File: src/hdl/rsc_pkg.sv
// Purpose: Constants, types and register layout of the reset source combiner.
// Assumes: 200 MHz system clock, one 16-bit status register on a plain port.
// Notes:   Long delay counts are module parameters so that simulation may shorten them.
package rsc_pkg;
    localparam int          ADDR_W          = 4;
    localparam int          DATA_W          = 16;
    localparam logic [3:0]  STATUS_ADDR      = 4'h0;
    localparam logic [15:0] STATUS_RESET     = 16'h0003;
    localparam logic [15:0] STATUS_IMPL_MASK = 16'hC3FF;
    localparam int          B_POR            = 0;
    localparam int          B_BROWNOUT       = 1;
    localparam int          B_IDLE           = 2;
    localparam int          B_SLEEP          = 3;
    localparam int          B_WDOG_TO        = 4;
    localparam int          B_WDOG_EN        = 5;
    localparam int          B_SOFT           = 6;
    localparam int          B_PIN            = 7;
    localparam int          B_VREG           = 8;
    localparam int          B_MISMATCH       = 9;
    localparam int          B_ILL            = 14;
    localparam int          B_TRAP           = 15;
    localparam logic [23:0] RESET_VECTOR     = 24'h000000;
    localparam int          CLK_PERIOD_NS    = 5;
    localparam int          OST_TICKS        = 1024;
    localparam int          HOLD_STEP_MS     = 2;
    localparam int          HOLD_STEP_CYC    = HOLD_STEP_MS * 1000000 / CLK_PERIOD_NS;
    localparam int          MON_DLY_US       = 900;
    localparam int          MON_DLY_CYC      = MON_DLY_US * 1000 / CLK_PERIOD_NS;

    typedef enum logic [2:0] {
        OSC_FAST_RC      = 3'h0,
        OSC_FAST_RC_PLL  = 3'h1,
        OSC_CRYSTAL      = 3'h2,
        OSC_FAST_CRYSTAL = 3'h3,
        OSC_EXT_CLOCK    = 3'h4,
        OSC_CRYSTAL_PLL  = 3'h5,
        OSC_EXT_PLL      = 3'h6,
        OSC_LOW_POWER_RC = 3'h7
    } rsc_osc_e;

    typedef enum logic [4:0] {
        ST_HOLD = 5'h01,
        ST_PWRUP  = 5'h02,
        ST_OSC    = 5'h04,
        ST_MONDLY = 5'h08,
        ST_RUN  = 5'h10
    } rsc_state_e;

    typedef struct packed {
        logic por_active;
        logic brownout_active;
        logic master_clear_pin_n;
        logic soft_reset_req;
        logic watchdog_timeout;
        logic config_mismatch;
        logic trap_conflict;
        logic illegal_condition;
    } rsc_src_s;

    typedef struct packed {
        logic [2:0] initial_osc_select_fuse;
        logic [2:0] powerup_delay_select;
        logic       watchdog_fuse_enable;
        logic       clock_fail_monitor_en;
    } rsc_fuse_s;
endpackage

File: src/hdl/reset_source_combiner.sv
// Purpose: Merge reset sources, record causes, sequence release and clock start.
// Assumes: All inputs synchronous to clk_i; detector inputs include their own delays.
// Notes:   Reset output is combinational so a source asserts it in the same cycle.
`timescale 1ns/1ps
module reset_source_combiner #(
    parameter int PWRUP_STEP_CYCLES = rsc_pkg::HOLD_STEP_CYC,
    parameter int MON_DLY_CYCLES    = rsc_pkg::MON_DLY_CYC
) (
    input  wire logic                       clk_i,
    input  wire logic                       srst_i,
    input  wire logic [rsc_pkg::ADDR_W-1:0] addr_i,
    input  wire logic [rsc_pkg::DATA_W-1:0] wdata_i,
    input  wire logic                       wr_i,
    input  wire logic                       rd_i,
    output logic      [rsc_pkg::DATA_W-1:0] rdata_o,
    input  wire rsc_pkg::rsc_src_s          src_i,
    input  wire logic                       sleep_entered_i,
    input  wire logic                       idle_entered_i,
    input  wire rsc_pkg::rsc_fuse_s         fuse_i,
    input  wire logic [2:0]                 current_osc_field_i,
    input  wire logic                       osc_startup_done_i,
    input  wire logic                       osc_tick_i,
    input  wire logic                       pll_lock_i,
    output logic                            system_reset_out_o,
    output logic [2:0]                      osc_select_o,
    output logic                            osc_enable_o,
    output logic                            clock_ready_o,
    output logic                            cpu_run_o,
    output logic [23:0]                     fetch_addr_o,
    output logic                            monitor_enable_o,
    output logic                            watchdog_enable_o,
    output logic                            regulator_sleep_keep_o
);
    import rsc_pkg::*;

    logic [15:0] status_q;
    logic [15:0] status_d;
    logic [15:0] set_evt;
    logic [15:0] rdata_q;
    rsc_state_e  st_q;
    logic [31:0] cnt_q;
    logic [10:0] ost_q;
    logic        cold_q;
    logic [2:0]  osc_sel_q;
    logic [23:0] fetch_q;
    logic        src_any;
    logic        cold_src;
    logic        need_toscd;
    logic        need_ost;
    logic        need_lock;
    logic        osc_ready;
    logic        reg_wr;
    logic [31:0] pwrup_cycles;

    assign cold_src = src_i.por_active | src_i.brownout_active;
    assign src_any  = cold_src | ~src_i.master_clear_pin_n | src_i.soft_reset_req
                    | src_i.watchdog_timeout | src_i.config_mismatch
                    | src_i.trap_conflict | src_i.illegal_condition;

    // Asserts with the source, releases only from the sequencer state
    assign system_reset_out_o = src_any | (st_q == ST_HOLD) | (st_q == ST_PWRUP);

    // Cause flags
    always_comb begin
        set_evt          = '0;
        set_evt[B_POR]   = src_i.por_active;
        set_evt[B_BROWNOUT] = src_i.brownout_active;
        set_evt[B_IDLE]     = idle_entered_i;
        set_evt[B_SLEEP]    = sleep_entered_i;
        set_evt[B_WDOG_TO]  = src_i.watchdog_timeout;
        set_evt[B_SOFT]     = src_i.soft_reset_req;
        set_evt[B_PIN]      = ~src_i.master_clear_pin_n;
        set_evt[B_MISMATCH] = src_i.config_mismatch;
        set_evt[B_ILL]   = src_i.illegal_condition;
        set_evt[B_TRAP]  = src_i.trap_conflict;
    end

    assign reg_wr = wr_i && (addr_i == STATUS_ADDR);

    always_comb begin
        status_d = status_q;
        if (reg_wr) begin
            status_d = wdata_i & STATUS_IMPL_MASK;
        end
        // Hardware events beat a software clear in the same cycle
        status_d = status_d | set_evt;
        if (src_i.por_active) begin
            status_d = STATUS_RESET;
        end
    end

    always_ff @(posedge clk_i) begin
        if (srst_i) begin
            status_q <= STATUS_RESET;
        end else begin
            status_q <= status_d;
        end
    end

    // Read data valid in the cycle after the strobe only
    always_ff @(posedge clk_i) begin
        if (srst_i) begin
            rdata_q <= '0;
        end else if (rd_i && addr_i == STATUS_ADDR) begin
            rdata_q <= status_q & STATUS_IMPL_MASK;
        end else begin
            rdata_q <= '0;
        end
    end
    assign rdata_o = rdata_q;

    assign watchdog_enable_o      = fuse_i.watchdog_fuse_enable | status_q[B_WDOG_EN];
    assign regulator_sleep_keep_o = status_q[B_VREG];

    // Power-up delay: 0, then doubling steps up to 128 ms at setting 7
    assign pwrup_cycles = (fuse_i.powerup_delay_select == 3'h0) ? 32'h0 :
        32'(PWRUP_STEP_CYCLES) << (fuse_i.powerup_delay_select - 3'h1);

    always_comb begin
        need_toscd = 1'b1;
        need_ost   = 1'b0;
        need_lock  = 1'b0;
        unique case (rsc_osc_e'(osc_sel_q))
            OSC_FAST_RC, OSC_LOW_POWER_RC: begin
            end
            OSC_FAST_RC_PLL: begin
                need_lock = 1'b1;
            end
            OSC_CRYSTAL, OSC_FAST_CRYSTAL: begin
                need_ost = 1'b1;
            end
            OSC_CRYSTAL_PLL: begin
                need_ost  = 1'b1;
                need_lock = 1'b1;
            end
            OSC_EXT_CLOCK: begin
                need_toscd = 1'b0;
            end
            OSC_EXT_PLL: begin
                need_toscd = 1'b0;
                need_lock  = 1'b1;
            end
        endcase
    end

    assign osc_ready = (osc_startup_done_i | ~need_toscd)
                     & ((ost_q == 11'(OST_TICKS)) | ~need_ost)
                     & (pll_lock_i | ~need_lock);

    // Start-up timer counts oscillator periods only while waiting
    always_ff @(posedge clk_i) begin
        if (srst_i || st_q != ST_OSC) begin
            ost_q <= '0;
        end else if (osc_tick_i && ost_q != 11'(OST_TICKS)) begin
            ost_q <= ost_q + 11'h001;
        end
    end

    // Cold reset remembered until the clock is running again
    always_ff @(posedge clk_i) begin
        if (srst_i) begin
            cold_q <= 1'b1;
        end else if (cold_src) begin
            cold_q <= 1'b1;
        end else if (st_q == ST_RUN) begin
            cold_q <= 1'b0;
        end
    end

    // Release sequencer
    always_ff @(posedge clk_i) begin
        if (srst_i) begin
            st_q      <= ST_HOLD;
            cnt_q     <= '0;
            osc_sel_q <= OSC_FAST_RC;
        end else if (src_any) begin
            st_q <= ST_HOLD;
        end else begin
            unique case (st_q)
                ST_HOLD: begin
                    if (cold_q) begin
                        osc_sel_q <= fuse_i.initial_osc_select_fuse;
                        cnt_q     <= pwrup_cycles;
                        st_q      <= ST_PWRUP;
                    end else begin
                        // Clock kept running: ready at once
                        osc_sel_q <= current_osc_field_i;
                        cnt_q     <= 32'(MON_DLY_CYCLES);
                        st_q      <= ST_MONDLY;
                    end
                end
                ST_PWRUP: begin
                    if (cnt_q == 32'h0) begin
                        st_q <= ST_OSC;
                    end else begin
                        cnt_q <= cnt_q - 32'h1;
                    end
                end
                ST_OSC: begin
                    if (osc_ready) begin
                        cnt_q <= 32'(MON_DLY_CYCLES);
                        st_q  <= ST_MONDLY;
                    end
                end
                ST_MONDLY: begin
                    if (cnt_q == 32'h0) begin
                        st_q <= ST_RUN;
                    end else begin
                        cnt_q <= cnt_q - 32'h1;
                    end
                end
                ST_RUN: begin
                end
                default: begin
                    st_q <= ST_HOLD;
                end
            endcase
        end
    end

    // Fetch pointer forced to the vector while in reset
    always_ff @(posedge clk_i) begin
        if (srst_i || system_reset_out_o) begin
            fetch_q <= RESET_VECTOR;
        end else begin
            fetch_q <= fetch_q;
        end
    end

    assign osc_select_o     = osc_sel_q;
    assign osc_enable_o     = ~((st_q == ST_HOLD) & cold_q) & (st_q != ST_PWRUP);
    assign clock_ready_o    = (st_q == ST_MONDLY) | (st_q == ST_RUN);
    assign cpu_run_o        = clock_ready_o & ~src_any;
    assign fetch_addr_o     = fetch_q;
    // Monitor drops with a new source, before the state falls back to hold
    assign monitor_enable_o = (st_q == ST_RUN) & ~src_any & fuse_i.clock_fail_monitor_en;
endmodule // reset_source_combiner

File: config.mk
export PLATFORM = sky130hd
export DESIGN_NAME = reset_source_combiner
export DESIGN_NICKNAME = d
export VERILOG_FILES = /design/src/hdl/rsc_pkg.sv /design/src/hdl/reset_source_combiner.sv
export SDC_FILE = /design/constraint.sdc
export NUM_CORES = 1
export LEC_CHECK = 0
export ABC_AREA = 1
export BUFFER_PORTS_ARGS = -buffer_cell sky130_fd_sc_hd__buf_2
export CAP_MARGIN = 0
export CORE_ASPECT_RATIO = 0.7
export CORE_MARGIN = 2
export CORE_UTILIZATION = 24
export DETAILED_ROUTE_END_ITERATION = 10
export HOLD_SLACK_MARGIN = 0.12
export PLACE_DENSITY = 0.53
export SLEW_MARGIN = 20
export SYNTH_ARGS = -nofsm -noshare
export SYNTH_HDL_FRONTEND = slang
export SYNTH_SLANG_ARGS = --single-unit
File: constraint.sdc
create_clock -name clk_i -period 4.1 [get_ports clk_i]
set_clock_uncertainty 0.05 [all_clocks]
set_input_delay 0.41 -clock clk_i [delete_from_list [all_inputs] [get_ports clk_i]]
set_output_delay 0.41 -clock clk_i [all_outputs]
set_load 0.005 [all_outputs]
==> summary.md <==
| Metric | Value |
|---|---|
| RSZ-0062 raised after global routing | `false` |
| Row count | `44` |
| Antenna Diode Count | `0` |
| Top FF cell, synth | `dfxtp_1` |
| Die Width | `176 um` |
| Combinational power share | `between 7 and 8%` |
| Core box area | `~20,000 um2` |
| Leak | `2.86 nW` |
| First-pass DRT Iterations | `5` |
| Run status | `finished clean` |
| Residual DRC | `0` |
| Post-synth EDFFs | `0` |
| Gpl congestion | `0.860` |
| DR WL/cell | `~12 um` |
| CP cell instances | `nor2_2 -> nand4_2 -> nand2_4 -> clkinv_1 -> nand2_1 -> o21ai_0 -> nand2_1 -> a21oi_1` |
| CP Max Fanout | `27` |
| Sw Ratio | `25.2%` |
| Synthesized instance count | `809` |
| Async S/R FF share, synth | `0%` |
| I/O Pins | `98` |
| Layout fillers | `roughly 2,300` |
| Top area cells in the synthesized netlist | `dfxtp_1, nand2_1, nor2_1` |
| H-Tree Level Count | `3` |
| Worst slew pin tran | `0.851 ns` |
| TritonCTS Buffers | `9` |
| Post-CTS sizing | `0` |
| Tot GR Track Use | `13.5%` |
| Clk root buf | `clkbuf_16` |
| Clk sinks | `76` |
| Largest area contributor in the netlist | `dfxtp_1` |
| Period utilization | `61.4%` |
| Initial antenna violation count | `0` |
| FF/Latch Area | `1520 um2` |
| Net Sw Power | `between 0.4 and 0.5 mW` |
| Die Y | `124 um` |
| Synthesized area | `4970 um2` |
| Synthesis-to-finish area growth | `15.7%` |
| Peak supply drop | `about 180 uV` |
| Die ar. | `21,900 um2` |
| Critical path capture point type | `flop` |
| MaxCap Viol Count | `0` |
| Seq cells post-synth | `76` |
| Final non-filler cell total | `1,147` |
| Reg power frac | `between 40 and 50%` |
| Placed Cells | `between 1,000 and 1,500` |
| Final WL | `14.3 mm` |
| Max Freq | `0.397 GHz` |
| Nets | `926` |
| R2R Path End | `cnt_q[5]$_SDFFE_PP0P_` |
| R2R Path Start | `st_q[0]$_SDFFE_PP1P_` |
| Crit path largest cell delay | `approximately 0.63 ns` |
| Worst setup path class | `reg -> reg` |
| Yosys cell types | `38` |
| Hold_buf cts | `0` |
| Post-CTS Repair Setup Buffers | `0` |
| CP most frequent cell | `nand2_1` |
| Clock share of power | `48.6%` |
| CP Launch Point | `st_q[0]$_SDFFE_PP1P_` |
| Critical-path top delay cell | `clkinv_1` |
| Area of the multi-input gates | `2870 um2` |
| Clock-pin slew on the worst setup and hold paths | `0.06 ns` |
| Yosys warning count | `0` |
| Share of layout cells above drive strength 1 | `between 10% and 20%` |
| Vias in the first global route | `4,349` |
| ANT nets after route | `0` |
| Post-synth top area share | `just over 30%` |
| Int Pwr | `1.28 mW` |
| Worst R2R Setup Slack | `1.58 ns` |
| Endpoints failing setup | `0` |
| Clock buffer depth | `2` |
| Grt total ovfl | `0` |
| Endpoints failing hold | `0` |
| CP endpoint | `cnt_q[5]$_SDFFE_PP0P_` |
| Port bufs | `65` |
| Largest net degree at the start of global routing | `28` |
| CP Data Required Time | `around 4.3 ns` |
| Worst slew margin | `a little over two fifths` |
| Via count | `4,983` |
| DR iter-0 viols | `377` |
| Min-Delay Path Class | `in -> reg` |
| Startpoint Class | `flop` |
| CTS tree | `yes` |
| Setup_tns | `0 ns` |
| Reg2reg path depth | `8` |
| First-pass GRT wire length | `23.3 mm` |
| Post-DP HPWL | `10.7 mm` |
| CP arrival | `2.67 ns` |
| Initial Util | `24.2%` |
| Crit path time final | `2.52 ns` |
| Max-slew violation count | `0` |
| Worst-Skew Late Latency | `0.34 ns` |
| Avg Inst Size Synth | `6.15 um2` |
| PwrDens | `298 nW/um2` |
| Vias per cell | `4.34` |
| Post-synthesis sequential area ratio | `30.6%` |
[sequential cells by signal, summed over array words and instances (netlist names)]
name / count
status_q: 12
rdata_o: 12
cold_q: 1
st_q: 5
cnt_q: 32
osc_select_o: 3
ost_q: 11
[layer usage]
metal	global-route usage, %	wire length (um)
met1	21.5	7960
met2	17.4	5300
met3	3.11	855
met4	3.50	214
met5	0	0
[final cells by class]
class,count,area share (%)
clock buffers,10,4.15
clock inverters,6,1.24
inverters,101,6.59
multi-input cells,613,49.9
flip-flops and latches,76,26.4
well taps,276,6.00
repair buffers,65,5.65
[through the flow]
step	area, um2	hold WS (ns)	util [%]	power, mW	setup WS [ns]
floorplan	5070	0.358	-	0.865	2.32
global placement	5440	0.366	26.5	0.897	1.67
global route	5750	0.226	28.0	1.79	1.39
finish	5750	0.239	28.0	1.72	1.58
CTS	5750	0.226	28.0	1.73	1.66
detailed placement	5440	0.370	26.5	0.897	1.69
[worst max-delay path, delay by kind of cell, from the launching register on]
kind	cells	cell delay [ns]
AO/OA/AOI/OAI	2	0.20
buffers and inverters	1	0.63
flip-flops	1	0.33
AND/OR/NAND/NOR	5	1.16
[cell usage in the layout (no fill, tap or decap), types with 2 or more instances in the layout]
| cell type | n |
|---|---|
| a21oi_1 | 44 |
| nand3b_1 | 2 |
| o21ai_1 | 2 |
| ha_1 | 12 |
| mux2i_1 | 3 |
| clkinv_1 | 2 |
| nand2_1 | 204 |
| xnor2_1 | 4 |
| clkinvlp_4 | 2 |
| or2_2 | 6 |
| nor3_1 | 11 |
| o21ai_0 | 55 |
| a211oi_1 | 3 |
| nand3_1 | 50 |
| conb_1 | 28 |
| nand4_2 | 3 |
| o21a_1 | 3 |
| nand4_1 | 12 |
| nor4_1 | 2 |
| o211ai_1 | 3 |
| nor2_1 | 141 |
| buf_2 | 65 |
| clkinv_4 | 2 |
| nor2_2 | 6 |
| dfxtp_1 | 76 |
| nand2_2 | 3 |
| o21bai_1 | 7 |
| inv_1 | 98 |
| xor2_1 | 3 |
| clkbuf_16 | 9 |
[how the worst min path moves through the flow]
stage                           start                      to  slack [ns]  cells after the start
2_1_floorplan  status_q[2]$_SDFF_PP0_   rdata_o[2]$_SDFF_PP0_        0.36                      2
4_1_cts               sleep_entered_i  status_q[3]$_SDFF_PP0_        0.23                      3
3_3_place_gp   status_q[2]$_SDFF_PP0_   rdata_o[2]$_SDFF_PP0_        0.37                      2
6_report              sleep_entered_i  status_q[3]$_SDFF_PP0_        0.24                      3
5_1_grt               sleep_entered_i  status_q[3]$_SDFF_PP0_        0.23                      3
3_5_place_dp   status_q[7]$_SDFF_PP0_   rdata_o[7]$_SDFF_PP0_        0.37                      2
[cells by family (layout without fill, tap and decap cells)]
logic type               after synthesis  count (layout)  share of synthesized area [%]
adder cells (fa/ha/maj)               12              12                           3.02
XOR/XNOR                               7               7                           1.23
buffers and inverters                147             182                           13.7
AND/OR/NAND/NOR                      446             446                           38.2
other                                  1              28                         0.0754
AO/OA/AOI/OAI                        117             117                           12.6
multiplexers                           3               3                          0.604
flip-flops                            76              76                           30.6
[cells in the mapped netlist, types with 4 or more instances]
cell type and count:
nand3_1 50, inv_1 98, nor2_1 141, o21bai_1 7, nand4_1 12, xnor2_1 4
buf_4 29, nand2_1 204, o21ai_0 55, a21oi_1 44, dfxtp_1 76, nor2_2 6
or2_2 6, nor3_1 11, ha_1 12, clkbuf_1 12
[power groups by stage]
stage / Combinational, mW / Clock (mW) / Sequential, mW
detailed placement: 0.134 / 0 / 0.763
finish: 0.136 / 0.835 / 0.746
global placement: 0.135 / 0 / 0.763
CTS: 0.135 / 0.853 / 0.746
floorplan: 0.103 / 0 / 0.762
global route: 0.156 / 0.888 / 0.746
Note: power is estimated with default switching activity, not from simulation.
